[src/sbp_pkg.sv]
/*
  Package for the six-pin bidirectional port: register offsets,
  reset values, field widths and the pad-side carrier struct.
  Assumes a 32-bit APB with byte addresses and one word per register.
*/
`default_nettype none

package sbp_pkg;

  // Port geometry
  localparam int unsigned NPIN   = 6;
  localparam int unsigned AW     = 12;
  localparam int unsigned DW     = 32;
  localparam int unsigned SYNC_N = 3;

  // Register byte offsets
  localparam logic [AW-1:0] OFF_PIN_VALUE  = 12'h000;
  localparam logic [AW-1:0] OFF_OUT_LATCH  = 12'h004;
  localparam logic [AW-1:0] OFF_DIR_MASK   = 12'h008;
  localparam logic [AW-1:0] OFF_ANALOG_SEL = 12'h00C;
  localparam logic [AW-1:0] OFF_OPEN_DRAIN = 12'h010;
  localparam logic [AW-1:0] OFF_SLEW_LIMIT = 12'h014;
  localparam logic [AW-1:0] OFF_THRESH_SEL = 12'h018;

  // Reset values: all inputs, push-pull, fast, digital, Schmitt
  localparam logic [NPIN-1:0] DIR_RST  = 6'h3F;
  localparam logic [NPIN-1:0] CTL_RST  = 6'h00;
  localparam logic [NPIN-1:0] VEC_ZERO = 6'h00;
  localparam logic [DW-1:0]   WORD_ZERO = 32'h0000_0000;

  // Byte lane that carries the six port bits
  localparam int unsigned LANE_PORT = 0;

  typedef logic [NPIN-1:0] sbp_vec_t;

  // Everything the block drives toward the pad ring
  typedef struct packed {
    sbp_vec_t out;     // Level driven when enabled
    sbp_vec_t oe;      // High while the pad is driven
    sbp_vec_t slew;    // High selects slew-limited drive
    sbp_vec_t analog;  // High disables the digital input buffer
    sbp_vec_t ttl;     // High selects TTL threshold, low Schmitt
  } sbp_pad_t;

  // Software-visible configuration
  typedef struct packed {
    sbp_vec_t latch;
    sbp_vec_t dir;
    sbp_vec_t analog;
    sbp_vec_t odrain;
    sbp_vec_t slew;
    sbp_vec_t thresh;
  } sbp_cfg_t;

endpackage : sbp_pkg

`default_nettype wire

[src/sbp_port.sv]
/*
  Six-pin bidirectional port with an APB register slave: direction,
  output latch, pin readback with read-modify-write, analog select,
  open-drain, slew limit and input threshold per pin.
  Assumes the pad ring resolves the wire from out/oe, supplies the
  comparator outputs for both input thresholds, and that an I2C
  peripheral reports which pins it owns and when it pulls them low.
  Assumes the I2C signals come from logic on this clock, so they
  take no synchroniser, while both comparator outputs are
  asynchronous and pass three flops.
  Assumes an APB master that keeps a request steady until pready.
*/
// The implementer's own choices: the address map and the APB interface to the registers.
//
// Summary of operation
// Six pins, each individually an input or an output.
// Direction bit 1 turns the driver off; 0 drives the output latch.
// Pin value reads return pins; writes land in the output latch.
// Pin value writes sample pins, merge written bits, store in latch.
// Output latch holds the latest write through either register.
// Direction governs drivers on analog pins too; analog pins read zero.
// Software keeps direction set on pins used as analog inputs.
// Open-drain bit set: sink only; cleared: push-pull drive.
// Pins owned by I2C are always open-drain.
// Slew bit set limits slew rate; cleared gives fastest edges.
// Threshold bit picks Schmitt or TTL for readback and change detect.
// Software changes thresholds only while peripherals are disabled.
// Reset leaves every pin an input with push-pull drive selected.

`timescale 1ns/1ps
`default_nettype none

module sbp_port (
  input  wire logic                    I_CORE_CLK,
  input  wire logic                    I_ARST_N,
  // APB slave
  input  wire logic                    I_PSEL,
  input  wire logic                    I_PENABLE,
  input  wire logic                    I_PWRITE,
  input  wire logic [sbp_pkg::AW-1:0]  I_PADDR,
  input  wire logic [sbp_pkg::DW-1:0]  I_PWDATA,
  input  wire logic [3:0]              I_PSTRB,
  output logic                         O_PREADY,
  output logic                         O_PSLVERR,
  output logic [sbp_pkg::DW-1:0]       O_PRDATA,
  // Pad side
  input  wire logic [sbp_pkg::NPIN-1:0] I_PAD_ST,
  input  wire logic [sbp_pkg::NPIN-1:0] I_PAD_TTL,
  output sbp_pkg::sbp_pad_t             O_PAD,
  // I2C pin ownership
  input  wire logic [sbp_pkg::NPIN-1:0] I_I2C_OWN,
  input  wire logic [sbp_pkg::NPIN-1:0] I_I2C_PULL_LOW,
  // Settled, threshold-selected levels for change detection
  output logic [sbp_pkg::NPIN-1:0]      O_PIN_LEVEL
);

  // Byte enable of the lane that holds the port bits
  function automatic logic lane_on(input logic [3:0] strb);
    lane_on = strb[sbp_pkg::LANE_PORT];
  endfunction : lane_on

  // Word written on lane 0 merged over a background value
  function automatic sbp_pkg::sbp_vec_t merge(
    input sbp_pkg::sbp_vec_t                bg,
    input logic [sbp_pkg::DW-1:0]           wd,
    input logic [3:0]                       strb
  );
    merge = lane_on(strb) ? wd[sbp_pkg::NPIN-1:0] : bg;
  endfunction : merge

  // Zero-extend a port vector to a bus word
  function automatic logic [sbp_pkg::DW-1:0] widen(
    input sbp_pkg::sbp_vec_t v
  );
    widen = {{(sbp_pkg::DW-sbp_pkg::NPIN){1'b0}}, v};
  endfunction : widen

  // A bit changes only once the last two stages agree
  function automatic sbp_pkg::sbp_vec_t settle(
    input sbp_pkg::sbp_vec_t s2,
    input sbp_pkg::sbp_vec_t s3,
    input sbp_pkg::sbp_vec_t cur
  );
    settle = (s2 & s3) | (cur & (s2 | s3));
  endfunction : settle

  // One register select; exact match, so unaligned or out-of-range
  // addresses select nothing and fall through to the error answer
  function automatic logic at_off(
    input logic [sbp_pkg::AW-1:0] addr,
    input logic [sbp_pkg::AW-1:0] off
  );
    at_off = (addr == off);
  endfunction : at_off

  // Bus phase decode
  logic setup_ph;
  logic access_ph;
  logic wr_go;
  logic hit_pin;
  logic hit_lat;
  logic hit_dir;
  logic hit_ana;
  logic hit_od;
  logic hit_slw;
  logic hit_thr;
  logic hit_any;

  assign setup_ph  = I_PSEL & ~I_PENABLE;
  assign access_ph = I_PSEL & I_PENABLE;
  // Register map, one word each, bits 5:0 used, 31:6 read as zero:
  //   pin value      reads pins, writes the latch via merge
  //   output latch   plain read/write of the latch
  //   direction      1 = input, driver off
  //   analog select  1 = digital input off, pin reads zero
  //   open drain     1 = sink only
  //   slew limit     1 = limited edge rate
  //   threshold      1 = TTL, 0 = Schmitt
  assign hit_pin   = at_off(I_PADDR, sbp_pkg::OFF_PIN_VALUE);
  assign hit_lat   = at_off(I_PADDR, sbp_pkg::OFF_OUT_LATCH);
  assign hit_dir   = at_off(I_PADDR, sbp_pkg::OFF_DIR_MASK);
  assign hit_ana   = at_off(I_PADDR, sbp_pkg::OFF_ANALOG_SEL);
  assign hit_od    = at_off(I_PADDR, sbp_pkg::OFF_OPEN_DRAIN);
  assign hit_slw   = at_off(I_PADDR, sbp_pkg::OFF_SLEW_LIMIT);
  assign hit_thr   = at_off(I_PADDR, sbp_pkg::OFF_THRESH_SEL);
  assign hit_any   = hit_pin | hit_lat | hit_dir | hit_ana |
                     hit_od | hit_slw | hit_thr;
  // Writes commit only at the access edge, and only when mapped
  assign wr_go     = access_ph & I_PWRITE & hit_any;

  // Input path state
  sbp_pkg::sbp_vec_t sel_raw;
  sbp_pkg::sbp_vec_t s1_q;
  sbp_pkg::sbp_vec_t s2_q;
  sbp_pkg::sbp_vec_t s3_q;
  sbp_pkg::sbp_vec_t lvl_q;
  sbp_pkg::sbp_vec_t s1_d;
  sbp_pkg::sbp_vec_t s2_d;
  sbp_pkg::sbp_vec_t s3_d;
  sbp_pkg::sbp_vec_t lvl_d;
  sbp_pkg::sbp_vec_t rd_pins;

  // Configuration state; the latch sits beside the controls so
  // both data registers share one copy
  sbp_pkg::sbp_cfg_t cfg_q;
  sbp_pkg::sbp_cfg_t cfg_d;

  // Read path state
  logic [sbp_pkg::DW-1:0] rdata_q;
  logic [sbp_pkg::DW-1:0] rdata_d;
  logic                   err_q;
  logic                   err_d;

  // Threshold chooses which comparator feeds both readback and
  // change detection, so the two can never disagree.
  assign sel_raw = (cfg_q.thresh & I_PAD_TTL) |
                   (~cfg_q.thresh & I_PAD_ST);

  // Three-stage synchroniser; stage one feeds only stage two.
  // A threshold switch may glitch here; software avoids that window.
  // The level moves only when stages two and three agree, so a
  // one-cycle glitch never reaches readback; the price is four
  // edges from pin to level.
  always_comb begin
    s1_d  = sel_raw;
    s2_d  = s1_q;
    s3_d  = s2_q;
    lvl_d = settle(s2_q, s3_q, lvl_q);
  end

  always_ff @(posedge I_CORE_CLK or negedge I_ARST_N) begin
    if (!I_ARST_N) begin
      s1_q  <= sbp_pkg::VEC_ZERO;
      s2_q  <= sbp_pkg::VEC_ZERO;
      s3_q  <= sbp_pkg::VEC_ZERO;
      lvl_q <= sbp_pkg::VEC_ZERO;
    end else begin
      s1_q  <= s1_d;
      s2_q  <= s2_d;
      s3_q  <= s3_d;
      lvl_q <= lvl_d;
    end
  end

  // Analog pins read as zero whatever the pad shows. The same masked
  // view is what a pin-value write merges into the latch, so an
  // analog pin picks up a zero in the latch on such a write with lane 0 strobe clear.
  assign rd_pins     = lvl_q & ~cfg_q.analog;
  // Change detection sees the digital view of the pins
  assign O_PIN_LEVEL = rd_pins;

  // Register updates. Both data registers write the same latch, so
  // whichever was written last is what it holds.
  always_comb begin
    cfg_d = cfg_q;
    if (wr_go) begin
      if (hit_pin) begin
        // Read the pins, lay the written byte over them
        cfg_d.latch = merge(rd_pins, I_PWDATA, I_PSTRB);
      end
      if (hit_lat) begin
        // Plain latch write; pins are not sampled
        cfg_d.latch = merge(cfg_q.latch, I_PWDATA, I_PSTRB);
      end
      if (hit_dir) begin
        // Per-pin direction, each bit on its own
        cfg_d.dir = merge(cfg_q.dir, I_PWDATA, I_PSTRB);
      end
      if (hit_ana) begin
        // Analog select masks readback and change detection, not the drivers
        cfg_d.analog = merge(cfg_q.analog, I_PWDATA, I_PSTRB);
      end
      if (hit_od) begin
        // Open-drain select
        cfg_d.odrain = merge(cfg_q.odrain, I_PWDATA, I_PSTRB);
      end
      if (hit_slw) begin
        // Slew select goes straight to the pad
        cfg_d.slew = merge(cfg_q.slew, I_PWDATA, I_PSTRB);
      end
      if (hit_thr) begin
        // Threshold select steers the comparator mux
        cfg_d.thresh = merge(cfg_q.thresh, I_PWDATA, I_PSTRB);
      end
    end
  end

  // Reset: all pins inputs, push-pull, fast, digital, Schmitt
  always_ff @(posedge I_CORE_CLK or negedge I_ARST_N) begin
    if (!I_ARST_N) begin
      cfg_q.latch  <= sbp_pkg::CTL_RST;
      cfg_q.dir    <= sbp_pkg::DIR_RST;
      cfg_q.analog <= sbp_pkg::CTL_RST;
      cfg_q.odrain <= sbp_pkg::CTL_RST;
      cfg_q.slew   <= sbp_pkg::CTL_RST;
      cfg_q.thresh <= sbp_pkg::CTL_RST;
    end else begin
      cfg_q <= cfg_d;
    end
  end

  // Read data is captured in the setup cycle so it leaves a flop;
  // the cost is that pins are sampled one cycle before the answer.
  // Unmapped addresses flag an error and return zero; a write
  // answers the same way but leaves the read data at zero.
  always_comb begin
    rdata_d = rdata_q;
    err_d   = err_q;
    if (setup_ph) begin
      err_d   = ~hit_any;
      rdata_d = sbp_pkg::WORD_ZERO;
      if (!I_PWRITE) begin
        unique case (1'b1)
          hit_pin: rdata_d = widen(rd_pins);
          hit_lat: rdata_d = widen(cfg_q.latch);
          hit_dir: rdata_d = widen(cfg_q.dir);
          hit_ana: rdata_d = widen(cfg_q.analog);
          hit_od:  rdata_d = widen(cfg_q.odrain);
          hit_slw: rdata_d = widen(cfg_q.slew);
          hit_thr: rdata_d = widen(cfg_q.thresh);
          default: rdata_d = sbp_pkg::WORD_ZERO;       // Unmapped
        endcase
      end
    end
  end

  always_ff @(posedge I_CORE_CLK or negedge I_ARST_N) begin
    if (!I_ARST_N) begin
      rdata_q <= sbp_pkg::WORD_ZERO;
      err_q   <= 1'b0;
    end else begin
      rdata_q <= rdata_d;
      err_q   <= err_d;
    end
  end

  // Zero wait states; error only in the access phase, so a master
  // that samples it with pready sees it exactly once
  assign O_PREADY  = 1'b1;
  assign O_PRDATA  = rdata_q;
  assign O_PSLVERR = access_ph & err_q;

  // Port-owned enables. Direction gates every GPIO driver, analog pins
  // included, so an analog pin left with direction clear is still
  // driven. Open drain with the latch high lets go of the pin.
  sbp_pkg::sbp_vec_t gpio_oe;
  sbp_pkg::sbp_vec_t i2c_oe;

  assign gpio_oe = ~cfg_q.dir & ~I_I2C_OWN &
                   (~cfg_q.odrain | ~cfg_q.latch);
  // I2C-owned pins only ever pull low, never source, whatever the
  // open-drain and direction bits say
  assign i2c_oe  = I_I2C_OWN & I_I2C_PULL_LOW;

  // Pad drive; the out level on an owned pin is zero, so enabling
  // it can only sink
  always_comb begin
    O_PAD.out    = cfg_q.latch & ~I_I2C_OWN;
    O_PAD.oe     = gpio_oe | i2c_oe;
    O_PAD.slew   = cfg_q.slew;
    O_PAD.analog = cfg_q.analog;
    O_PAD.ttl    = cfg_q.thresh;
  end

endmodule : sbp_port

`default_nettype wire

[config.mk]
export PLATFORM = sky130hd
export DESIGN_NAME = sbp_port
export DESIGN_NICKNAME = d
export VERILOG_FILES = /design/src/sbp_pkg.sv /design/src/sbp_port.sv
export SDC_FILE = /design/constraint.sdc
export NUM_CORES = 1
export LEC_CHECK = 0
export CAP_MARGIN = 5
export CORE_MARGIN = 4
export CORE_UTILIZATION = 60
export DETAILED_ROUTE_END_ITERATION = 10
export DONT_BUFFER_PORTS = 1
export GPL_TIMING_DRIVEN = 0
export PLACE_DENSITY = 0.87
export SLEW_MARGIN = 20
export SYNTH_ARGS = -nofsm -noshare
export SYNTH_HDL_FRONTEND = slang
export SYNTH_SLANG_ARGS = --single-unit
[constraint.sdc]
create_clock -name I_CORE_CLK -period 1.6 [get_ports I_CORE_CLK]
set_input_delay 0.16 -clock I_CORE_CLK [delete_from_list [all_inputs] [get_ports I_CORE_CLK]]
set_output_delay 0.16 -clock I_CORE_CLK [all_outputs]
set_load 0.03 [all_outputs]
* After elaboration in Yosys (flattened, before gate mapping)
Index checks and enable logic that the tools add are counted.
** Cells by class
- Bitwise gates (word level) :: 33
- $mul :: 0
- Eq/ne operators :: 7
- $add $sub $neg :: 0
- $lt $le $gt $ge :: 0
- Mux-type cells :: 6
- Reductions and logical operators :: 8
- Div/mod/pow operators :: 0
- Shifts and indexed selects :: 0
** Operators with widths (number)
- $and 6x6->6 :: 9
- $pmux 6 s7 :: 1
- $eq 12x5->1 const B :: 3
- $not 6->6 :: 6
- $mux 32 :: 1
- $or 6x6->6 :: 5
- $eq 12x4->1 const B :: 2
- $mux 6 :: 4
- $reduce_and 3->1 :: 6
- $eq 12x3->1 const B :: 1
- $logic_not 12->1 :: 1
- $or 1x1->1 :: 6
- $and 1x1->1 :: 5
- $ne 2x2->1 const B :: 1
- $not 1->1 :: 2
- $reduce_bool 2->1 :: 1
** Storage, ports and cells
- Memories :: 0
- Bits in writable memories :: 0
- Input bits :: 77
- Register bits :: 93
- Bits in latches :: 0
- Word-level logic and storage cells :: 66
- Bits in read-only memories :: 0

* Longest topological paths before layout
Gate-level depths: netlist of run 1.
- Depth after elaboration :: 9
- Mapped depth :: 7

* Least setup slack after synthesis of run 1
Ideal clock, no wire load.
- Path kind :: in2reg
- Start :: input I_PADDR[3] in the netlist's numbering
- End :: register cfg_q[12] in the netlist's numbering
- Slack :: -0.240 ns
- Setup time :: 0.125 ns
- Path buffers :: 1
- Cell stages on the path :: 5
- Arrival time :: 1.715 ns
- Path through :: buf_4 or3_1 or2_1 nor4_4 mux2_2
** Between the ends
- Cells in the longest elaborated chain, start to end :: 9
** Ends and longest elaborated chain
- start, declared :: line sbp_port.sv:40 : input wire logic [sbp_pkg::AW-1:0] I_PADDR,
- $eq 12x3->1 / $logic_not 12->1 (equally long branches) :: line sbp_port.sv:93 : at_off = (addr == off);
- $or 1x1->1 (4 in a row) :: line sbp_port.sv:126 : assign hit_any = hit_pin | hit_lat | hit_dir | hit_ana |
- $or 1x1->1 (2 in a row) :: line sbp_port.sv:127 : hit_od | hit_slw | hit_thr;
- $and 1x1->1 :: line sbp_port.sv:129 : assign wr_go = access_ph & I_PWRITE & hit_any;
- $reduce_and 3->1 (no line) *
- end signal, assigned :: line sbp_port.sv:238 : cfg_q <= cfg_d;
- end, declared :: line sbp_port.sv:145 : sbp_pkg::sbp_cfg_t cfg_q;
Every way passes the cells marked *; elsewhere a longest branch is shown, timed or not.
A chain may end at the register's enable or synchronous reset.

* Worst setup path in the final report of run 1
- Start :: input I_PADDR[9] in the netlist's numbering
- End :: register cfg_q[26] in the netlist's numbering
Same word-level chain as after synthesis.

==> results of run 1 <==
## logic make-up after synthesis
family	Yosys count	share of synthesized area (%)
AO/OA/AOI/OAI	52	10.4
adder cells (fa/ha/maj)	6	1.71
buffers and inverters	58	11.7
flip-flops	67	47.9
multiplexers	49	15.9
other	2	0.214
AND/OR/NAND/NOR	66	12.2
## power by group through the flow
stage               clock network [W]  logic, W  registers (W)
floorplan                           0  0.000329        0.00178
global placement                    0  0.000355        0.00178
detailed placement                  0  0.000361        0.00178
CTS                           0.00136  0.000407        0.00175
global route                  0.00145  0.000445        0.00176
finish                        0.00135  0.000418        0.00176
## routing by layer
layer | vias to the layer above | wire length [um]
met5 | - | 0
met4 | 0 | 277
met3 | 29 | 825
met2 | 133 | 3920
met1 | 1212 | 3250
li1 | 1116 | -
## synthesized netlist by cell type, types with 4 or more instances
cell      count  share of area, %
dfrtp_1      61                43
buf_4        47                10
mux2_2       31               9.9
nand2_1      15               1.6
nor2b_1      13               2.3
a211oi_1     12               2.6
mux2i_1      12               3.4
o21ai_0      12               1.7
a21oi_1       8               1.1
a21o_1        7               1.5
nand3_1       7               1.0
nor2_1        7              0.75
clkbuf_1      6              0.64
dfstp_2       6               4.5
maj3_1        6               1.7
mux2_4        6               2.6
nor4_4        4               2.4
## worst max-delay path: stages
cell and delay (ps):
nor4_4 310, o2111ai_4 280, or4_1 600, buf_6 180, mux2_4 300
## per-stage QoR
step / cells / TNS (ps) / setup WS (ps)
2_1_floorplan: 325 / -2600 / -199
3_3_place_gp: 397 / -11460 / -440
3_5_place_dp: 397 / -12740 / -435
4_1_cts: 432 / 0 / 21.6
5_1_grt: 433 / 0 / 0.243
6_report: 433 / 0 / 22.0
## flip-flops by register name (all words and copies together), names as in the netlist
name	count
lvl_q	6
err_q	1
s1_q	6
s2_q	6
cfg_q	18
s3_q	6
O_PAD	18
O_PRDATA	6
## what timing repair did
action                     4_1_cts  5_1_grt
setup endpoints to repair       11       21
resized for setup                4        5
setup buffers                    1        2
pin swaps                        2        1
hold endpoints to repair       103       67
## worst max-delay path by stage
stage	endpoint	slack, ps	startpoint
2_1_floorplan	cfg_q[12]	-200	I_PADDR[3]
4_1_cts	cfg_q[26]	20	I_PADDR[1]
5_1_grt	O_PIN_LEVEL[0]	0.2	O_PAD[6]
6_report	cfg_q[26]	20	I_PADDR[9]
3_5_place_dp	cfg_q[17]	-440	I_PADDR[3]
3_3_place_gp	cfg_q[17]	-440	I_PADDR[3]
## cell type report
cell class	count	area, um^2	share of cell area (%)
Sequential cell	67	1680	40.7
Multi-Input combinational cell	200	1560	37.6
Buffer	55	407	9.82
Timing Repair Buffer	21	206	4.98
Clock buffer	12	135	3.26
Tap cell	72	90.1	2.17
Clock inverter	4	51.3	1.24
Inverter	2	11.3	0.272
==> results.md, run 1 <==
- Status: finished, violations left
- Failing checks: hold timing
- Row Count: 27
- Commonest cells after routing, fill and taps aside: 61 x dfrtp_1, 48 x buf_4, 29 x mux2_2
- Largest net degree at the start of global routing: 68
- FFs w/ async S/R, synth: 100%
- Clock network power share: 38.3%
- Most common cell after layout, fill and taps aside: dfrtp_1
- Hold slack: -498 ps
- Commonest register cell after synthesis: dfrtp_1
- Period utilization: 98.6%
- Synth Cell Area: 3520 um^2
- Final slew viol count: 0
- Flop2flop setup slack: 90 ps
- PwrDens: 850 nW/um^2
- Combinational power share: 11.9%
- Final design utilization: 73.9%
- Initial antenna violation count: 0
- Worst-path clk slew: 70 ps
- Number of flops mapped to enable cells by yosys: 0
- Final min period: 1580 ps
- Worst-Skew Late Latency: 340 ps
- CP startpoint kind: primary input
- Total GRT Usage: 23.9%
- Pleak: 1.93 nW
- Proportion of layout cells with a drive suffix above 1: 34.9%
- Slew HR: 52.2%
- Drt initial violations: 260
- CTS tree: built
- Psw: 0.000908 W
- Worst hold path class: in -> async
- Initial Utilization: 62.7%
- Worst Tran Pin Value: 717 ps
- H-tree Lvls: 3
- Reg power frac: 49.8%
- Root Driver: clkbuf_8
- Crit path DAT: 1850 ps
- Grt total ovfl: 0
- Design Power: 0.00352 W
- Hold_buf cts: 18
- Cells after synthesis: 300
- Met2 Use GR: 35.9%
- Post-synthesis sequential area ratio: 47.9%
- Final hold viol count: 67
- Post-Route WL: 8280 um
- Worst R2R Start: O_PAD[9]
- Area after DPL: 3720 um^2
- RePlAce Congestion: 0.916
- WL/cell: 19.1 um
- DRC Markers: 0
- RSZ-0062 raised after global routing: false
- First-pass GRT wire length: 13100 um
- Synthesis-to-finish area growth: 17.8%
- #FFs+latches synth: 67
- Drt via density: 5.75
- Met1 Use GR: 31.2%
- Crit path required time: 1870 ps
- Crit Path Class: in -> reg
- Fmax achieved: 0.634 GHz
- Via Count: 2490
- Final instance area: 4140 um^2
- Nets: 433
- # port buffers: 0
- CTS Buffer Depth: 2
- Die area: 7150 um^2
- Max_cap viols: 0
- Worst setup EP type: flip-flop
- Diode count: 0
- FF-to-FF End: O_PRDATA[3]
- Sw Ratio: 25.8%
- Final setup fails: 0
- Die Wd: 84.6 um
- Hpwl dp: 5860 um
- Warnings from Yosys: 0
- Pint: 0.00261 W
- Reg2reg path depth: 5
- Syn avg cell area: 11.7 um^2
- Core ar.: 5610 um^2
- Synth cell types: 44
- CTS Buf Count: 9
- Vias in the first global route: 2456
- Clk sink count: 67
- M3 GR Usage: 8.64%
- DR pass1 iterations: 4
- Fillcell total: 392
- Worst VDD drop: 0.000516 V
- Die span in y: 84.6 um
- Crit-path max FO: 8
- Layout Skew: 7.60 ps
- Post-route ant nets: 0
- Io pins: 147
- Gr busiest metal: met2
(Power assumes the default switching activity.)
==> run 2: changes to the inputs <==
PLACE_DENSITY = 0.76   (was 0.87)
clock period = 1.7 ns   (was 1.6 ns; I/O delays follow)
==> run 2 against run 1 <==
- the run still ends with hold timing left
- clock skew up 0.76 ps
- count of clock-buffer cells in the layout shrank 2
- sequential power down 6%
- worst hold slack gained 11 ps
- total power shrank 4.8%
- clock power is essentially flat
==> results.md, run 2 (synthesis gave the netlist of run 1 again) <==
- RePlAce Congestion: 0.931
- RSZ-0062 raised after global routing: false
- Reg power frac: 49.2%
- Period utilization: 97.0%
- Max_cap viols: 0
- Largest net degree at the start of global routing: 68
- Vias in the first global route: 2320
- Die span in y: 84.6 um
- Status: finished, violations left
- Clk sink count: 67
- Drt initial violations: 163
- Pint: 0.00249 W
- Hold_buf cts: 18
- Worst setup EP type: flip-flop
- Nets: 433
- Slew HR: 52.8%
- Via Count: 2405
- Final min period: 1650 ps
- First-pass GRT wire length: 12100 um
- Crit path DAT: 1880 ps
- Crit path required time: 1930 ps
- H-tree Lvls: 3
- Final hold viol count: 67
- Met1 Use GR: 29.1%
- Total GRT Usage: 21.8%
- CTS Buffer Depth: 2
- Final instance area: 4140 um^2
- Final slew viol count: 0
- Core ar.: 5610 um^2
- PwrDens: 811 nW/um^2
- Final setup fails: 0
- Drt via density: 5.55
- Post-Route WL: 7810 um
- Synthesis-to-finish area growth: 17.6%
- Proportion of layout cells with a drive suffix above 1: 34.9%
- WL/cell: 18.0 um
- Root Driver: clkbuf_8
- Crit Path Class: in -> reg
- DR pass1 iterations: 4
- Area occupied by multi-input gates: 1550 um^2
- Gr busiest metal: met2
- # port buffers: 0
- M3 GR Usage: 7.46%
- Most common cell after layout, fill and taps aside: dfrtp_1
- Final design utilization: 73.7%
- Initial antenna violation count: 0
- Met2 Use GR: 33.0%
- Worst-Skew Late Latency: 340 ps
- Worst VDD drop: 0.000664 V
- DRC Markers: 0
- Worst Tran Pin Value: 707 ps
- Initial Utilization: 62.7%
- Io pins: 147
- CP startpoint kind: primary input
- Hold slack: -487 ps
- Layout Skew: 8.36 ps
- Area after DPL: 3720 um^2
- Grt total ovfl: 0
- Psw: 0.000861 W
- Hpwl dp: 5490 um
- Die Wd: 84.6 um
- CTS Buf Count: 9
- Die area: 7150 um^2
- Worst hold path class: in -> async
- Crit-path max FO: 8
- Reg area: 1680 um^2
- Pleak: 1.94 nW
- Failing checks: hold timing
- Sw Ratio: 25.7%
- Fmax achieved: 0.606 GHz
- Worst-path clk slew: 80 ps
- Fillcell total: 424
- Clock network power share: 39.2%
- Post-route ant nets: 0
- Diode count: 0
- Combinational power share: 11.5%
- Flop2flop setup slack: 150 ps
- CTS tree: built
- Commonest cells after routing, fill and taps aside: 61 x dfrtp_1, 48 x buf_4, 29 x mux2_2
- Row Count: 27
[run 2: cell types whose count changed in the layout (fill, tap and decap cells not counted)]
cell,change
clkbuf_8,+1
clkinv_2,+1
clkbuf_1,-2
nor2b_2,+2
buf_6,-1
clkinv_1,+1
nor2b_4,-2
nand2_2,-1
clkinv_4,+1
nand2_1,+1
clkinvlp_4,-1
[run 2: metrics by stage]
step	worst slack, ps	hold slack (ps)	setup TNS [ps]	instances	total power, W
after floorplan	-109	-126	-1140	325	0.00198
after global placement	-348	-124	-9260	397	0.00201
final	50.8	-487	0	433	0.00335
after detailed placement	-357	-124	-10080	397	0.00202
after CTS	9.14	-501	0	431	0.00337
after global routing	3.99	-512	0	433	0.00348
[run 2: path summary, 6_finish.rpt]
kind | from | to | depth (start not counted)
min | I_ARST_N | s2_q[3] | 0
min reg2reg | s1_q[4] | s2_q[4] | 0
min in group I_CORE_CLK | I_PWDATA[4] | cfg_q[34] | 2
max reg2reg | O_PAD[11] | O_PRDATA[5] | 5
max in group asynchronous | I_ARST_N | cfg_q[28] | 0
max | I_PADDR[9] | O_PAD[5] | 4
[run 2: critical path, stage by stage]
cell and delay (ps):
nor4_4 350, o2111ai_4 280, nor4_4 670, mux2_2 410
[run 2: power groups by stage]
stage / sequential, W / combinational [W] / clock [W]
final: 0.00165 / 0.000386 / 0.00132
after global routing: 0.00165 / 0.000410 / 0.00141
after detailed placement: 0.00168 / 0.000338 / 0
after global placement: 0.00168 / 0.000335 / 0
after CTS: 0.00165 / 0.000381 / 0.00134
after floorplan: 0.00167 / 0.000309 / 0
[run 2: layout make-up]
type / instances / area share [%]
sequential: 67 / 40.7
multi-input combinational: 200 / 37.4
buffer: 56 / 9.92
timing repair buffer: 20 / 4.72
clock buffer: 10 / 3.33
tap: 72 / 2.18
clock inverter: 6 / 1.57
inverter: 2 / 0.182
[run 2: layer usage]
layer / part of all wire (%) / up-vias
met5: 0 / -
met4: 1.2 / 0
met3: 9.1 / 11
met2: 47 / 107
met1: 43 / 1171
li1: - / 1116
[run 2: what timing repair did]
item	in CTS	in global routing
endpoints found under the setup margin	3	14
gates resized for setup	3	1
hold endpoints to repair	103	67
pin swaps	0	2
setup buffers	0	2
==> run 3: changes to the inputs <==
ABC_AREA = 1   (was default)
CORE_UTILIZATION = 58   (was 60)
PLACE_DENSITY = 0.74   (was 0.76)
==> run 3 against run 2 <==
- utilization down 3.5 points
- setup slack better by 67 ps
- sequential cell count unchanged
- the flow still finishes with violations (hold timing)
- register-to-register slack worse by 30 ps
- largest cell class is now multi-input combinational cells
- critical endpoint is now O_PRDATA[2]
- final area up 7.9%
==> results.md, run 3 <==
- Die span in y: 88.9 um
- Final slew viol count: 0
- Synth cell types: 31
- Hpwl dp: 6860 um
- Crit path DAT: 1870 ps
- Post-synth top cells: 144 x nand2_1, 61 x dfrtp_1, 46 x inv_1, 45 x buf_4, 45 x nor2_1
- Total GRT Usage: 24.9%
- Worst setup EP type: flip-flop
- Clk sink count: 67
- Synth Cell Area: 3790 um^2
- Final design utilization: 70.3%
- Post-CTS Repair Setup Buffers: 0
- Psw: 0.000938 W
- Yosys top cell area share: 40.2%
- DR pass1 iterations: 4
- Vias in the first global route: 2953
- Worst hold path class: in -> async
- Post-route ant nets: 0
- Io pins: 147
- FF-to-FF End: O_PRDATA[2]
- Hold_buf cts: 18
- Final hold viol count: 67
- Diode count: 0
- RePlAce Congestion: 0.889
- Initial Utilization: 59.8%
- Slew HR: 55.9%
- Setup TNS Final: 0 ps
- Worst VDD drop: 0.000575 V
- Worst-path clk slew: 70 ps
- Number of flops mapped to enable cells by yosys: 0
- Reg power frac: 50.5%
- CTS Buf Count: 9
- Commonest register cell after synthesis: dfrtp_1
- Post-synthesis sequential area ratio: 44.4%
- Synth top area cells: dfrtp_1 40%, nand2_1 14%, buf_4 8.9%, inv_1 4.5%, nor2_1 4.5%
- Root Driver: clkbuf_8
- Area leader, netlist: dfrtp_1
- Hold slack: -485 ps
- Most common cell after layout, fill and taps aside: nand2_1
- WL/cell: 15.6 um
- First-pass GRT wire length: 14800 um
- # port buffers: 0
- Proportion of layout cells with a drive suffix above 1: 23.4%
- CTS tree: built
- PwrDens: 732 nW/um^2
- Worst R2R Start: O_PAD[8]
- CTS Buffer Depth: 2
- DRC Markers: 0
- Crit path required time: 1990 ps
- CP startpoint kind: flip-flop
- Combinational power share: 12.7%
- Pint: 0.00233 W
- Worst-Skew Late Latency: 340 ps
- Via Count: 3154
- Synthesis-to-finish area growth: 17.6%
- Cells after synthesis: 472
- Crit-path max FO: 4
- Initial antenna violation count: 0
- FFs w/ async S/R, synth: 100%
- Core ar.: 6350 um^2
- Die Wd: 88.9 um
- Syn avg cell area: 8.04 um^2
- Clock network power share: 36.8%
- Period utilization: 93.1%
- Most frequent cell after synthesis: nand2_1
- Commonest cells after routing, fill and taps aside: 144 x nand2_1, 61 x dfrtp_1, 46 x inv_1
- Sw Ratio: 28.7%
- Final setup fails: 0
- Largest net degree at the start of global routing: 68
- Final min period: 1580 ps
- RSZ-0062 raised after global routing: false
- Max_cap viols: 0
- Fmax achieved: 0.632 GHz
- Drt initial violations: 204
- Crit Path Class: reg -> reg
- Worst Tran Pin Value: 660 ps
- Post-Route WL: 9500 um
- Nets: 603
- Flop2flop setup slack: 120 ps
- Row Count: 29
- Reg2reg path depth: 7
- Status: finished, violations left
- Failing checks: hold timing
- Layout Skew: 6.38 ps
- H-tree Lvls: 3
- Drt via density: 5.19
- Pleak: 2.45 nW
- Grt total ovfl: 0
- #FFs+latches synth: 67
- Warnings from Yosys: 0
- Die area: 7900 um^2
## run 3: changes by cell type after synthesis, moves of 13 or more
cell     before  now
nand4_1       1   24
o21ai_1       0   14
nor2_1        7   45
inv_1         1   46
nor2b_1      13    0
nand2_1      15  144
mux2_2       31    6
## run 3: how the worst max path moves through the flow
stage,from,to,slack (ps),cells past startpoint
2_1_floorplan,cfg_q[30],O_PAD[18],130,3
3_3_place_gp,cfg_q[35],O_PAD[23],50,3
3_5_place_dp,cfg_q[32],O_PAD[20],30,3
4_1_cts,cfg_q[32],O_PAD[20],3,3
5_1_grt,O_PAD[9],O_PRDATA[3],30,7
6_report,O_PAD[8],O_PRDATA[2],120,7
## run 3: worst max-delay path, stage by stage, from the launching register on
cell     delay (ps)
dfrtp_1         430
nor2_1          540
inv_1           130
nor2_1          130
nor2_1           60
nand2_1         100
nand3_1          70
nand2_1          70
## run 3: repair_timing
| item | 4_1_cts | 5_1_grt |
|---|---|---|
| gates resized for setup | 12 | 6 |
| pin swaps | 0 | 0 |
| endpoints found under the hold margin | 103 | 67 |
| gates cloned | 0 | 0 |
| endpoints found under the setup margin | 6 | 6 |
## run 3: metal layers
layer	up-vias	routed length, um	GRT usage, %
met5	-	0	0
met4	0	125	8.93
met3	10	833	4.98
met2	137	4420	38.2
met1	1465	4120	35.4
li1	1542	-	-
## run 3: area by class of cell
class	instances	area [um^2]
tap	77	96.3
fill	532	1890
inverter	53	199
clock inverter	6	40.0
sequential	67	1680
clock buffer	10	138
multi-input combinational	324	1740
timing repair buffer	18	180
buffer	53	387
## run 3: logic make-up after synthesis
kind of cell	synth area share, %
AO/OA/AOI/OAI	4.39
adder cells (fa/ha/maj)	1.58
buffers and inverters	15.4
flip-flops	44.4
multiplexers	1.78
other	0.198
AND/OR/NAND/NOR	32.2
## run 3: through the flow
| stage | power (W) | area [um^2] | worst slack, ps | instances | hold WS (ps) |
|---|---|---|---|---|---|
| 3_3_place_gp | 0.00202 | 3990 | 47.8 | 574 | -124 |
| 4_1_cts | 0.00327 | 4450 | 2.57 | 608 | -496 |
| 3_5_place_dp | 0.00203 | 3990 | 32.4 | 574 | -124 |
| 2_1_floorplan | 0.00199 | 3890 | 126 | 497 | -126 |
| 5_1_grt | 0.00339 | 4460 | 30.9 | 608 | -500 |
| 6_report | 0.00327 | 4460 | 117 | 608 | -485 |
## run 3: power groups by stage
stage | Clock (W) | Combinational, W | Sequential (W)
2_1_floorplan | 0 | 0.000315 | 0.00168
3_3_place_gp | 0 | 0.000341 | 0.00168
3_5_place_dp | 0 | 0.000345 | 0.00168
4_1_cts | 0.00121 | 0.000409 | 0.00165
5_1_grt | 0.00129 | 0.000448 | 0.00166
6_report | 0.00120 | 0.000416 | 0.00165
